## src/pkg/oprl_pkg.sv

```systemverilog
package oprl_pkg;

	// ----------------------------------------
	// Port offsets from the base address
	// ----------------------------------------
	localparam logic [1:0] OPRL_OFF_OPTO_LO  = 2'h0;
	localparam logic [1:0] OPRL_OFF_OPTO_HI  = 2'h1;
	localparam logic [1:0] OPRL_OFF_RELAY_LO = 2'h2;
	localparam logic [1:0] OPRL_OFF_RELAY_HI = 2'h3;

	// ----------------------------------------
	// Address decode and reset values
	// ----------------------------------------
	localparam int          OPRL_ADDR_W      = 10;
	localparam int          OPRL_SW_W        = 8;
	localparam logic [9:0]  OPRL_BASE_MIN    = 10'h100;
	localparam logic [9:0]  OPRL_BASE_MAX    = 10'h3fc;
	localparam logic [7:0]  OPRL_RELAY_RST   = 8'h00;
	localparam logic [7:0]  OPRL_IDLE_DATA   = 8'hff;
	localparam int          OPRL_IRQ_LINES   = 6;

	typedef enum logic [1:0] {
		OPRL_ACC_IDLE,
		OPRL_ACC_ACTIVE
	} oprl_acc_t;

endpackage

```

## src/pkg/oprl_dec_if.sv

```systemverilog
`timescale 1ns/1ns
interface oprl_dec_if;
	logic [7:0] base_address_switch;
	logic [9:0] addr;
	logic       hit;
	logic [1:0] offset;

	modport dec  (input base_address_switch, input addr, output hit, output offset);
	modport user (output base_address_switch, output addr, input hit, input offset);
endinterface

```

## src/verilog/oprl_ports.sv

```systemverilog
`timescale 1ns/1ns
// Summary of operation
// - Four byte ports at base plus zero..three
// - Port address equals base plus offset
// - Idle opto input reads as one
// - Energized opto input reads as zero
// - Relay port reads complement of drive
// - Writes to input ports are ignored
// - One closes relay, zero opens it
// - Input port low bit zero is interrupt source
// - IRQ asserted on low, only where jumpered
// - Closed switch gives zero, open gives one
// - Base selectable from 100h to 3fch
module oprl_ports
	import oprl_pkg::*;
(
	input  wire logic        core_clk,             // ISA bus clock
	input  wire logic        reset,                // Bus reset, active high
	input  wire logic [9:0]  isa_addr,             // I/O address
	input  wire logic        isa_aen,              // DMA cycle, suppresses decode
	input  wire logic        isa_ior_n,            // I/O read strobe
	input  wire logic        isa_iow_n,            // I/O write strobe
	input  wire logic [7:0]  isa_data_in,          // Write data from bus
	output logic      [7:0]  isa_data_out,         // Read data to bus
	output logic             isa_data_oe,          // High while card drives data
	input  wire logic [7:0]  base_address_switch,  // Switch level, open is one
	input  wire logic [5:0]  interrupt_line_jumper,// One-hot IRQ 2/9..7 select
	input  wire logic [15:0] opto_led_on,          // High when an opto LED conducts
	output logic      [15:0] relay_energize,       // High closes relay
	output logic      [5:0]  isa_irq               // IRQ 2/9..7 request lines
);
	// ----------------------------------------
	// Address decode
	// ----------------------------------------
	oprl_dec_if dif();
	assign dif.base_address_switch = base_address_switch;
	assign dif.addr                = isa_addr;

	oprl_decode u_dec (
		.dif (dif)
	);

	logic sel;
	assign sel = dif.hit && !isa_aen;

	// ----------------------------------------
	// State
	// ----------------------------------------
	logic [7:0]  relay_lo_reg, relay_lo_next;
	logic [7:0]  relay_hi_reg, relay_hi_next;
	logic [7:0]  data_out_reg, data_out_next;
	logic        data_oe_reg,  data_oe_next;
	logic [5:0]  irq_reg,      irq_next;
	logic        iow_n_reg,    iow_n_next;
	oprl_acc_t   acc_reg,      acc_next;
	logic [15:0] opto_port;

	// Optocoupler output pulls low when its LED is on
	assign opto_port = ~opto_led_on;

	always_comb begin
		relay_lo_next = relay_lo_reg;
		relay_hi_next = relay_hi_reg;
		data_out_next = OPRL_IDLE_DATA;
		data_oe_next  = 1'b0;
		iow_n_next    = isa_iow_n;
		acc_next      = acc_reg;

		// Write latches on the strobe's falling edge, once per cycle
		if (sel && !isa_iow_n && iow_n_reg) begin
			case (dif.offset)
				OPRL_OFF_RELAY_LO: relay_lo_next = isa_data_in;
				OPRL_OFF_RELAY_HI: relay_hi_next = isa_data_in;
				default: ;
			endcase
		end

		if (sel && !isa_ior_n) begin
			data_oe_next = 1'b1;
			acc_next     = OPRL_ACC_ACTIVE;
			case (dif.offset)
				OPRL_OFF_OPTO_LO:  data_out_next = opto_port[7:0];
				OPRL_OFF_OPTO_HI:  data_out_next = opto_port[15:8];
				OPRL_OFF_RELAY_LO: data_out_next = ~relay_lo_reg;
				OPRL_OFF_RELAY_HI: data_out_next = ~relay_hi_reg;
				default:           data_out_next = OPRL_IDLE_DATA;
			endcase
		end else begin
			acc_next = OPRL_ACC_IDLE;
		end

		// Level request while the source bit reads low, only on the jumpered line
		irq_next = opto_port[0] ? 6'h00 : interrupt_line_jumper;
	end

	always_ff @(posedge core_clk) begin
		if (reset) begin
			relay_lo_reg <= OPRL_RELAY_RST;
			relay_hi_reg <= OPRL_RELAY_RST;
			data_out_reg <= OPRL_IDLE_DATA;
			data_oe_reg  <= 1'b0;
			irq_reg      <= 6'h00;
			iow_n_reg    <= 1'b1;
			acc_reg      <= OPRL_ACC_IDLE;
		end else begin
			relay_lo_reg <= relay_lo_next;
			relay_hi_reg <= relay_hi_next;
			data_out_reg <= data_out_next;
			data_oe_reg  <= data_oe_next;
			irq_reg      <= irq_next;
			iow_n_reg    <= iow_n_next;
			acc_reg      <= acc_next;
		end
	end

	assign isa_data_out   = data_out_reg;
	assign isa_data_oe    = data_oe_reg;
	assign relay_energize = {relay_hi_reg, relay_lo_reg};
	assign isa_irq        = irq_reg;
endmodule

```

## src/verilog/oprl_decode.sv

```systemverilog
`timescale 1ns/1ns
module oprl_decode
	import oprl_pkg::*;
(
	oprl_dec_if.dec dif    // Address compare against switch setting
);
	logic [9:0] base_addr;

	// Open switch reads one, closed reads zero; bits A9..A2 compared
	assign base_addr = {dif.base_address_switch, 2'b00};

	always_comb begin
		dif.hit    = (dif.addr[9:2] == base_addr[9:2]) && (base_addr >= OPRL_BASE_MIN)
			&& (base_addr <= OPRL_BASE_MAX);
		dif.offset = dif.addr[1:0];
	end
endmodule

```

## config.mk

```make
export PLATFORM = sky130hd
export DESIGN_NAME = oprl_ports
export DESIGN_NICKNAME = d
export VERILOG_FILES = /design/src/pkg/oprl_pkg.sv /design/src/pkg/oprl_dec_if.sv /design/src/verilog/oprl_ports.sv /design/src/verilog/oprl_decode.sv
export SDC_FILE = /design/constraint.sdc
export NUM_CORES = 1
export LEC_CHECK = 0
export CAP_MARGIN = 30
export CORE_ASPECT_RATIO = 1.1
export CORE_MARGIN = 10
export CORE_UTILIZATION = 50
export DETAILED_ROUTE_END_ITERATION = 12
export DONT_BUFFER_PORTS = 1
export GPL_ROUTABILITY_DRIVEN = 1
export PLACE_DENSITY = 0.74
export SETUP_SLACK_MARGIN = 0.3
export SLEW_MARGIN = 20
export SYNTH_ARGS = -nofsm -noshare
export SYNTH_HDL_FRONTEND = slang
export SYNTH_SLANG_ARGS = --single-unit
```

## constraint.sdc

```tcl
create_clock -name core_clk -period 1.8 [get_ports core_clk]
set_input_delay 0.18 -clock core_clk [delete_from_list [all_inputs] [get_ports core_clk]]
set_output_delay 0.18 -clock core_clk [all_outputs]
set_load 0.01 [all_outputs]
```

; ---- Word-level counts from Yosys, hierarchy flattened
; Cells that the tools add are included.
[classes]
order_cmp = 2
n_reduce_logical = 14
bitwise = 4
muxes = 2
eq_ne = 4
[ops]
columns = op, count
row1 = $pmux 8 s4, 1
row2 = $not 16->16, 1
row3 = $not 8->8, 2
row4 = $ge 10x9->1 const B, 1
row5 = $le 10x10->1 const B, 1
row6 = $eq 8x8->1, 1
row7 = $logic_and 1x1->1, 6
row8 = $eq 2x2->1 const B, 2
row9 = $reduce_and 2->1, 2
row10 = $reduce_or 2->1, 2
row11 = $logic_not 1->1, 3
row12 = $eq 2x1->1 const B, 1
row13 = $logic_not 2->1, 1
row14 = $mux 1, 1
row15 = $not 1->1, 1
[word_totals]
in_bits = 53
register_bits = 32

; ---- Longest topological paths before layout
; Gate-level depths: netlist of run 1.
[depth]
depth_word = 7
ltp_mapped = 6

; ---- By module
; From an unflattened synthesis of run 1, not the netlist that was laid out.
[unflattened]
hier_cells = 123
hier_area_um2 = 1428.9
[modules_own_cells]
columns = mod, n_inst, cells_per_inst, area_each_um2, seq_area_each_um2
row1 = oprl_ports, 1, 108, 1311.3, 640.6
row2 = oprl_decode, 1, 15, 117.6, 0.0

; ---- Worst setup path before layout of run 1
; Ideal clock, no wire load.
[synth_timing]
path_type = input to register
start = input port base_address_switch[5]
end = register relay_lo_reg[0]
cell_stages = 5
required_time_ns = 1.669
t_arrival_ns = 1.205
path_slack_ns = 0.464
cell_sequence = xor2_1 nor4_1 nand4_2 mux2i_1 nor2_1
[synth_between]
elab_chain_len = 7
elab_cells_between_ends = 9
cone_classes = order compare: 2 / eq/ne: 1 / reduce/logical: 6
[synth_lines]
columns = element, line
row1 = start: declaration, oprl_ports.sv:26  ; input wire logic [7:0] base_address_switch,
row2 = $ge 10x9->1 or $eq 8x8->1 (tied branches), oprl_decode.sv:13  ; dif.hit = (dif.addr[9:2] == base_addr[9:2]) && (base_addr >= OPRL_BASE_MIN)
row3 = $logic_and 1x1->1, oprl_decode.sv:13
row4 = $logic_and 1x1->1 *, oprl_decode.sv:14  ; && (base_addr <= OPRL_BASE_MAX);
row5 = $logic_and 1x1->1 *, oprl_ports.sv:44  ; assign sel = dif.hit && !isa_aen;
row6 = $logic_and 1x1->1 * (2 in a row), oprl_ports.sv:70  ; if (sel && !isa_iow_n && iow_n_reg) begin
row7 = $reduce_and 2->1 (no line) *, -
row8 = end signal: assignment, oprl_ports.sv:106  ; relay_lo_reg <= relay_lo_next;
row9 = end: declaration, oprl_ports.sv:49  ; logic [7:0] relay_lo_reg, relay_lo_next;
; Mark *: on every way between the ends. The rest lies on a longest branch, timed or not.
; A chain may end at the register's enable or synchronous reset.

; ---- Worst setup path in the final report of run 1
[layout_timing]
start = register iow_n_reg
end = register relay_hi_reg[3]
[layout_between]
elab_chain_len = 2
[layout_lines]
columns = element, line
row1 = start: declaration, oprl_ports.sv:54  ; logic iow_n_reg, iow_n_next;
row2 = start signal: assignment, oprl_ports.sv:111  ; iow_n_reg <= iow_n_next;
row3 = $logic_and 1x1->1, oprl_ports.sv:70
row4 = $reduce_and 2->1 (no line), -
row5 = end signal: assignment, oprl_ports.sv:107  ; relay_hi_reg <= relay_hi_next;
row6 = end: declaration, oprl_ports.sv:50  ; logic [7:0] relay_hi_reg, relay_hi_next;
; No other way between the ends.

==> summary.txt, run 1 <==
Worst setup path
  – Max stage delay on crit path: 460 ps
  – Worst setup SP type: flop
  – CP Capture Type: flop
  – CP bufs+invs: 0
  – Kind of critical path: flop to flop
  – CP Cell Sequence: nand4b_1 > or2_1 > o21ai_1
  – Worst path slowest cell: or2_1
  – CP arrival: 1610 ps
  – CP Max Fanout: 9
  – CP top delay family: simple AND/OR/NAND/NOR gates
  – WP data required: 2050 ps

Yosys
  – Mux share of post-synthesis cell area: 0.182
  – Cell variety after synth: 23
  – Syn Area/Cell: 11.0 sq um
  – Synth warn: 0
  – Post-synthesis instance total: 130
  – #FFs+latches synth: 32
  – Register area share after synthesis: 0.448
  – Cell area after synthesis: 0.00143 sq mm
  – Synth Area in Compound Gates: 0.0664
  – Syn_nets: 183
  – Post-synth EDFFs: 0
  – Synth Area in XOR/XNOR: 0.0367
  – Synth async-reset ratio: 0
  – Synthesized-area fraction occupied by and/or/nand/nor cells: 0.241
  – Synth Area in Adders: 0
  – Ys flop type: dfxtp_1
  – Main combinational cell family by area after synthesis: simple AND/OR/NAND/NOR gates

Placed design
  – Placer Congestion: 0.735
  – Worst slack, placed: 243 ps
  – IO Port Bufs: 0
  – Placed inst area: 0.00144 sq mm
  – Post-DP HPWL: 3040 um

CTS
  – CTS Buf Count: 5
  – CTS tree: yes
  – Clock latency on the worst-skew pair: 320 ps
  – Max Buffers Root-to-Sink: 2
  – CTS clk-pin slew, worst paths: 90 ps
  – H-tree levels: 2
  – Clk sinks: 32
  – Clock root cell: clkbuf_4

STA
  – Worst Setup Slack, final: 440 ps
  – Hold slack: 17.0 ps
  – RSZ-0062 raised after global routing: no
  – Final Hold Vio Count: 0
  – Setup TNS: 0 ps
  – Final setup fails: 0
  – Slew HR: 0.654
  – Maximum clock rate: 736 MHz
  – Min Tclk post-route: 1360 ps
  – Slew @ Worst Pin: 517 ps
  – Clock skew: 12.4 ps
  – Period utilization: 0.755
  – Final Max Slew Viols: 0

Finish
  – Most frequent cells in the layout: dfxtp_1 (32), dlygate4sd3_1 (19), nor2b_1 (11), nor2_1 (10), nand2_1 (9)
  – Final net count: 205
  – Layout cells sized above 1: 0.163
  – Util after Layout: 0.630
  – Fin area: 0.00173 sq mm
  – Antenna diode instance count: 0
  – Area added between synthesis and finish: 21.2%
  – Commonest non-fill, non-tap cell in the layout: dfxtp_1

Global route
  – Vias in the first global route: 1229
  – Grt total ovfl: 0
  – First-pass GRT wire length: 6470 um
  – GRT Total Usage: 0.151
  – Antenna violations before repair: 0
  – Largest net degree at the start of global routing: 18

Floorplanning
  – Die height: 76.1 um
  – Chip width: 71.0 um
  – Die area: 0.00541 sq mm
  – Row cnt: 20
  – Top Ports: 84
  – Core ar.: 0.00275 sq mm
  – Starting density of the core: 0.520

Routing
  – Vias: 1068
  – Final wirelength: 4100 um
  – Antenna-violating nets left: 0
  – DRC Markers: 0
  – Drt first-iter violations: 38
  – Routed len/inst: 22.1 um
  – DR pass1 iterations: 5
  – Vias/cell: 5.74

Power and ir drop
  – Pwr/cell area: 827 mW/mm^2
  – P_leak: 0.689 nW
  – Worst vdd ir: 0.689 mV

Hold path
  – Worst hold path type: input pin to flop

Job
  – Max-cap violations: 0

Run status
  – Status: finished clean
-- worst register-to-register path: cells and delay by family (launching register included) --
| family | cells | cell delay, ps |
|---|---|---|
| flip-flops | 1 | 340 |
| AND/OR/NAND/NOR | 2 | 780 |
| AO/OA/AOI/OAI | 1 | 170 |
-- where the power goes --
part / leakage (nW) / internal [W] / switching (W)
registers: 0.259 / 0.000714 / 0.00000547
clock network: 0.0515 / 0.000369 / 0.000229
logic: 0.378 / 0.0000713 / 0.0000465
-- layout make-up --
| class | instances | area [sq um] |
|---|---|---|
| clock inverter | 1 | 30.0 |
| tap | 33 | 41.3 |
| clock buffer | 7 | 65.1 |
| sequential | 32 | 641 |
| multi-input combinational | 93 | 759 |
| timing repair buffer | 20 | 198 |
| fill | 237 | 1020 |
-- path summary, 6_finish.rpt --
path,startpoint,cells after the start,endpoint,slack (ps)
max,iow_n_reg,3,relay_hi_reg[3],440
min,isa_data_in[0],2,relay_lo_reg[0],20
max reg2reg,iow_n_reg,3,relay_hi_reg[3],440
min reg2reg,relay_lo_reg[2],2,relay_lo_reg[2],600
-- timing repair --
item                                    CTS  global route
hold endpoints to repair                 32             1
gates resized for setup                   0             2
buffers inserted                          1             0
endpoints found under the setup margin    8            13
hold buffers                             18             1
pin swaps                                 1             0
-- cells in the mapped netlist (2+ instances only) --
cell | number | area [sq um]
and2_1 | 6 | 37.5
buf_6 | 2 | 22.5
clkbuf_1 | 2 | 7.51
dfxtp_1 | 32 | 641
mux2i_1 | 8 | 80.1
mux4_2 | 8 | 180
nand2_1 | 9 | 33.8
nand2b_1 | 8 | 50.1
nor2_1 | 10 | 37.5
nor2b_1 | 11 | 68.8
nor3_4 | 3 | 48.8
o21ai_0 | 8 | 40.0
o21ai_1 | 8 | 40.0
xor2_1 | 6 | 52.6
-- cell families (layout without fill, tap and decap cells) --
group / count (synthesis) / in the layout
DFF: 32 / 32
AOI/OAI and AO/OA: 17 / 17
and+or+nand+nor: 54 / 54
muxes: 16 / 16
xor gates and xnor gates: 6 / 6
buffers and inverters: 5 / 28
-- stage by stage --
stage	instances	total power, W
2_1_floorplan	130	0.000819
3_3_place_gp	158	0.000810
3_5_place_dp	158	0.000813
4_1_cts	185	0.00145
5_1_grt	186	0.00149
6_report	186	0.00143
-- layer usage --
layer	global-route usage	part of all wire	up-vias
li1	-	-	494
met4	0.0504	0.016	0
met5	0	0	-
met2	0.278	0.55	60
met1	0.124	0.30	508
met3	0.0977	0.13	6
Note: power is estimated with default switching activity, not from simulation.
==> run 2, diff against run 1 <==
==> constraint.sdc (replaced) <==
create_clock -name core_clk -period 1.4 [get_ports core_clk]
set_input_delay 0.14 -clock core_clk [delete_from_list [all_inputs] [get_ports core_clk]]
set_output_delay 0.14 -clock core_clk [all_outputs]
set_load 0.01 [all_outputs]
==> summary.txt, run 2 (same netlist as run 1, synthesis figures left out) <==
Global route
  – Largest net degree at the start of global routing: 28 (+10)
  – Grt total ovfl: 0 (unchanged)
  – M2 GR Usage: 0.237 (-0.0410)
  – Vias in the first global route: 1165 (-5.2%)
  – First-pass GRT wire length: 6130 um (-5.2%)
  – M3 GR Usage: 0.0898 (-0.00781)
  – Gr busiest metal: met2
  – Global Route met1 Usage: 0.138 (+0.0139)
  – Antenna violations before repair: 0 (unchanged)
  – GRT Total Usage: 0.141 (-0.0101)

Worst setup path
  – Kind of critical path: flop to flop
  – Worst setup SP type: flop
  – CP arrival: 1430 ps (-180 ps)
  – WP data required: 1620 ps (-430 ps)
  – FF-to-FF setup slack: 190 ps (-250 ps)
  – CP Capture Type: flop
  – R2R Path Start: iow_n_reg
  – CP Max Fanout: 8 (-1)
  – Reg2Reg Depth: 6 (+3)
  – Reg2Reg Capture Point: relay_lo_reg[5]

Floorplanning
  – Die height: 76.1 um (unchanged)
  – Die area: 0.00541 sq mm (unchanged)
  – Core ar.: 0.00275 sq mm (unchanged)
  – Top Ports: 84 (unchanged)
  – Row cnt: 20 (unchanged)
  – Starting density of the core: 0.520 (unchanged)
  – Chip width: 71.0 um (unchanged)

CTS
  – Postcts setup bufs: 0 (-1)
  – H-tree levels: 2 (unchanged)
  – Max Buffers Root-to-Sink: 2 (unchanged)
  – CTS tree: yes
  – Clk sinks: 32 (unchanged)
  – CTS clk-pin slew, worst paths: 100 ps (about the same)
  – Clock latency on the worst-skew pair: 320 ps (about the same)
  – CTS Buf Count: 5 (unchanged)
  – Clock root cell: clkbuf_4

STA
  – Min Tclk post-route: 1210 ps (-150 ps)
  – Maximum clock rate: 826 MHz (+12%)
  – Final Hold Vio Count: 13 (+13)
  – Slew HR: 0.797 (+0.143)
  – Hold slack: -115 ps (-132 ps)
  – Slew @ Worst Pin: 304 ps (-213 ps)
  – Period utilization: 0.864 (+0.109)
  – RSZ-0062 raised after global routing: yes
  – Final setup fails: 0 (unchanged)
  – Final Max Slew Viols: 0 (unchanged)
  – Clock skew: 4.64 ps (-7.72 ps)
  – Setup TNS: 0 ps (unchanged)

Power and ir drop
  – Pwr/cell area: 1010 mW/mm^2 (+22%)
  – P_leak: 0.740 nW (+7.5%)
  – Worst vdd ir: 1.19 mV (+72%)

Finish
  – Sequential Area: 642 sq um (+0.20%)
  – Area added between synthesis and finish: 28.3%
  – Most frequent cells in the layout: dfxtp_1 (31), dlygate4sd3_1 (16), nor2b_1 (11), o21ai_1 (11), nor2_1 (10)
  – Commonest non-fill, non-tap cell in the layout: dfxtp_1
  – Antenna diode instance count: 0 (unchanged)
  – Layout cells sized above 1: 0.259 (+0.0961)
  – Area of the multi-input gates: 803 sq um (+5.8%)
  – Final net count: 210 (+2.4%)
  – Fillers: 224 (-5.5%)
  – Final Instance Count excl. Fillers: 191 (+2.7%)

Placed design
  – Placer Congestion: 0.720 (-2.0%)
  – IO Port Bufs: 0 (unchanged)
  – Post-DP HPWL: 3100 um (+2.0%)
  – Cell total after placement: 167 (+5.7%)

Job
  – Max-cap violations: 0 (unchanged)

Routing
  – Vias: 1051 (-1.6%)
  – Drt first-iter violations: 49 (+29%)
  – DR pass1 iterations: 3 (-2)
  – Final wirelength: 3900 um (-4.9%)
  – Routed len/inst: 20.4 um (-7.4%)
  – Vias/cell: 5.50 (-4.2%)
  – Antenna-violating nets left: 0 (unchanged)
  – DRC Markers: 0 (unchanged)

Run status
  – Status: complete, but fails checks
  – Failing checks: hold timing

Hold path
  – Worst hold path type: input pin to flop
  – Min-Delay Endpoint: relay_lo_reg[3]
  – Worst Hold Depth: 1 (-1)
  – Min-delay src: reset
run 2: routing by layer:
layer / vias to the layer above / share of wire
met1: 491 / 0.34
li1: 506 / -
met5: - / 0
met4: 0 / 0.010
met3: 4 / 0.12
met2: 50 / 0.52
run 2: how the worst max path moves through the flow:
stage	from	to	cells after the start
after floorplan	base_address_switch[1]	relay_hi_reg[0]	6
after global placement	base_address_switch[1]	relay_hi_reg[6]	6
after detailed placement	base_address_switch[1]	relay_hi_reg[3]	6
after CTS	iow_n_reg	relay_lo_reg[5]	6
after global routing	iow_n_reg	relay_lo_reg[5]	6
final	iow_n_reg	relay_lo_reg[5]	6
run 2: through the flow:
| stage | utilization | hold WS [ps] | worst slack [ps] | area [sq um] | power, W |
|---|---|---|---|---|---|
| after CTS | 0.653 | -134 | 170 | 1800 | 0.00186 |
| after floorplan | - | 238 | 159 | 1460 | 0.00106 |
| after global placement | 0.562 | 217 | 137 | 1550 | 0.00105 |
| after global routing | 0.667 | -151 | 67.2 | 1840 | 0.00192 |
| final | 0.667 | -115 | 190 | 1840 | 0.00185 |
| after detailed placement | 0.562 | 219 | 85.5 | 1550 | 0.00106 |
run 2: worst max-delay path, stage by stage, from the launching register on:
cell and delay (ps):
dfxtp_2 340, nand3b_1 80, nor4_2 170, nand4_2 140, buf_8 180, mux2i_1 150
nor2_1 60
run 2: where the power goes:
group / switching, W / total [W] / internal (W)
Sequential: 0.00000713 / 0.000926 / 0.000919
Clock: 0.000299 / 0.000773 / 0.000474
Combinational: 0.0000549 / 0.000149 / 0.0000943
run 2: cell type report:
class                           instances  share of cell area
Tap cell                               33              0.0225
Sequential cell                        32               0.349
Multi-Input combinational cell         93               0.437
Clock buffer                            7              0.0354
Clock inverter                          1              0.0163
Timing Repair Buffer                   25               0.139
run 2: what timing repair did:
| action | in CTS | in global routing |
|---|---|---|
| pin swaps | 1 | 2 |
| endpoints found under the setup margin | 11 | 16 |
| gates resized for setup | 2 | 16 |
| hold endpoints to repair | 23 | 15 |
| hold buffers | 15 | 1 |
==> run 3, diff against run 2 <==
--- a/config.mk
+++ b/config.mk
@@ -13,7 +13,6 @@
 export DONT_BUFFER_PORTS = 1
 export GPL_ROUTABILITY_DRIVEN = 1
 export PLACE_DENSITY = 0.74
-export SETUP_SLACK_MARGIN = 0.3
 export SLEW_MARGIN = 20
 export SYNTH_ARGS = -nofsm -noshare
 export SYNTH_HDL_FRONTEND = slang
==> summary.txt, run 3 (same netlist as run 1, synthesis figures left out) <==
Power and ir drop
  – Worst vdd ir: 1.10 mV (-6.9%)
  – P_leak: 0.701 nW (-5.3%)
  – Pwr/cell area: 1080 mW/mm^2 (+7.1%)

STA
  – Final Hold Vio Count: 0 (-13)
  – Min Tclk post-route: 1260 ps (+51.8 ps)
  – Slew @ Worst Pin: 868 ps (+564 ps)
  – Period utilization: 0.901 (+0.0370)
  – Maximum clock rate: 793 MHz (-4.1%)
  – Final setup fails: 0 (unchanged)
  – Worst Setup Slack, final: 138 ps (-51.8 ps)
  – Slew HR: 0.421 (-0.376)
  – Hold slack: 25.0 ps (+140 ps)
  – Clock skew: 14.9 ps (+10.2 ps)
  – Setup TNS: 0 ps (unchanged)
  – RSZ-0062 raised after global routing: no
  – Final Max Slew Viols: 0 (unchanged)

CTS
  – H-tree levels: 2 (unchanged)
  – Clock root cell: clkbuf_4
  – CTS tree: yes
  – CTS clk-pin slew, worst paths: 110 ps (about the same)
  – CTS Buf Count: 5 (unchanged)
  – Clock latency on the worst-skew pair: 340 ps (+20 ps)
  – Max Buffers Root-to-Sink: 2 (unchanged)
  – Clk sinks: 32 (unchanged)

Worst setup path
  – Kind of critical path: flop to flop
  – Critical path depth in cells: 6 (unchanged)
  – Reg2Reg Depth: 6 (unchanged)
  – CP bufs+invs: 1 (unchanged)
  – Worst path slowest cell: dfxtp_2
  – WP data required: 1590 ps (-30 ps)
  – Max stage delay on crit path: 340 ps (about the same)
  – CP Capture Type: flop
  – CP arrival: 1450 ps (+20 ps)
  – Worst setup SP type: flop
  – CP Cell Sequence: nand3b_1 > nor4_2 > nand4_2 > buf_6 > mux2i_1 > nor2_1
  – CP Max Fanout: 8 (unchanged)
  – CP top delay family: simple AND/OR/NAND/NOR gates

Global route
  – GRT Total Usage: 0.141 (+0.000531)
  – Grt total ovfl: 0 (unchanged)
  – Vias in the first global route: 1163 (-0.17%)
  – Largest net degree at the start of global routing: 27 (-3.6%)
  – Gr busiest metal: met2
  – M2 GR Usage: 0.244 (+0.00713)
  – Antenna violations before repair: 0 (unchanged)
  – M3 GR Usage: 0.0964 (+0.00651)
  – First-pass GRT wire length: 6000 um (-2.1%)
  – Global Route met1 Usage: 0.124 (-0.0144)

Routing
  – Vias: 1007 (-4.2%)
  – Antenna-violating nets left: 0 (unchanged)
  – Drt first-iter violations: 34 (-31%)
  – Vias/cell: 5.41 (-1.6%)
  – DRC Markers: 0 (unchanged)
  – DR pass1 iterations: 4 (+1)
  – Routed len/inst: 20.8 um (+2.0%)
  – Final wirelength: 3880 um (-0.69%)

Placed design
  – IO Port Bufs: 0 (unchanged)
  – Post-DP HPWL: 2930 um (-5.4%)
  – Cell total after placement: 161 (-3.6%)
  – Worst slack, placed: 24.6 ps (-60.9 ps)
  – Placer Congestion: 0.730 (+1.4%)

Finish
  – Area added between synthesis and finish: 21.3%
  – Commonest non-fill, non-tap cell in the layout: dfxtp_1
  – Most frequent cells in the layout: dfxtp_1 (31), dlygate4sd3_1 (16), nor2b_1 (11), nor2_1 (10), nand2_1 (9)
  – Final Instance Count excl. Fillers: 186 (-2.6%)
  – Layout cells sized above 1: 0.183 (-0.0765)
  – Final net count: 205 (-2.4%)
  – Antenna diode instance count: 0 (unchanged)

Floorplanning
  – Die area: 0.00541 sq mm (unchanged)
  – Row cnt: 20 (unchanged)
  – Die height: 76.1 um (unchanged)
  – Chip width: 71.0 um (unchanged)
  – Starting density of the core: 0.520 (unchanged)
  – Core ar.: 0.00275 sq mm (unchanged)
  – Top Ports: 84 (unchanged)

Run status
  – Status: finished clean

Hold path
  – Worst Hold Depth: 2 (+1)
  – Worst hold path type: input pin to flop

Job
  – Max-cap violations: 0 (unchanged)
run 3: cell type report:
cell class | instances | area, sq um
flip-flops and latches | 32 | 642
well taps | 33 | 41.3
clock buffers | 7 | 65.1
multi-input cells | 93 | 759
fillers | 237 | 1020
repair buffers | 20 | 199
clock inverters | 1 | 30.0
run 3: path summary, 6_finish.rpt:
kind	start	to	slack, ps
setup / recovery	iow_n_reg	relay_lo_reg[7]	140
hold / removal	isa_addr[1]	isa_data_out[1]	30
setup reg to reg	iow_n_reg	relay_lo_reg[7]	140
hold reg to reg	relay_lo_reg[4]	relay_lo_reg[4]	590
run 3: report_power, final:
| group | total [W] | leakage [nW] | switching (W) | internal [W] |
|---|---|---|---|---|
| logic | 0.000153 | 0.390 | 0.0000630 | 0.0000898 |
| registers | 0.000926 | 0.259 | 0.00000709 | 0.000919 |
| clock network | 0.000793 | 0.0515 | 0.000319 | 0.000474 |
run 3: stage by stage:
step / area [sq um] / utilization / power, W
after floorplan: 1430 / - / 0.00105
after global placement: 1460 / 0.530 / 0.00104
after detailed placement: 1460 / 0.530 / 0.00105
after CTS: 1720 / 0.626 / 0.00188
after global routing: 1740 / 0.631 / 0.00193
final: 1740 / 0.631 / 0.00187
run 3: repair_timing:
action                                  4_1_cts  5_1_grt
endpoints found under the hold margin        32        0
endpoints found under the setup margin        0       24
hold buffers                                 17        0
resized for setup                             0        4
buffers inserted                              0        0
run 3: metal layers:
metal	part of all wire	wire (um)
met2	0.53	2040
met5	0	0
met1	0.34	1310
met4	0.014	53
met3	0.12	468
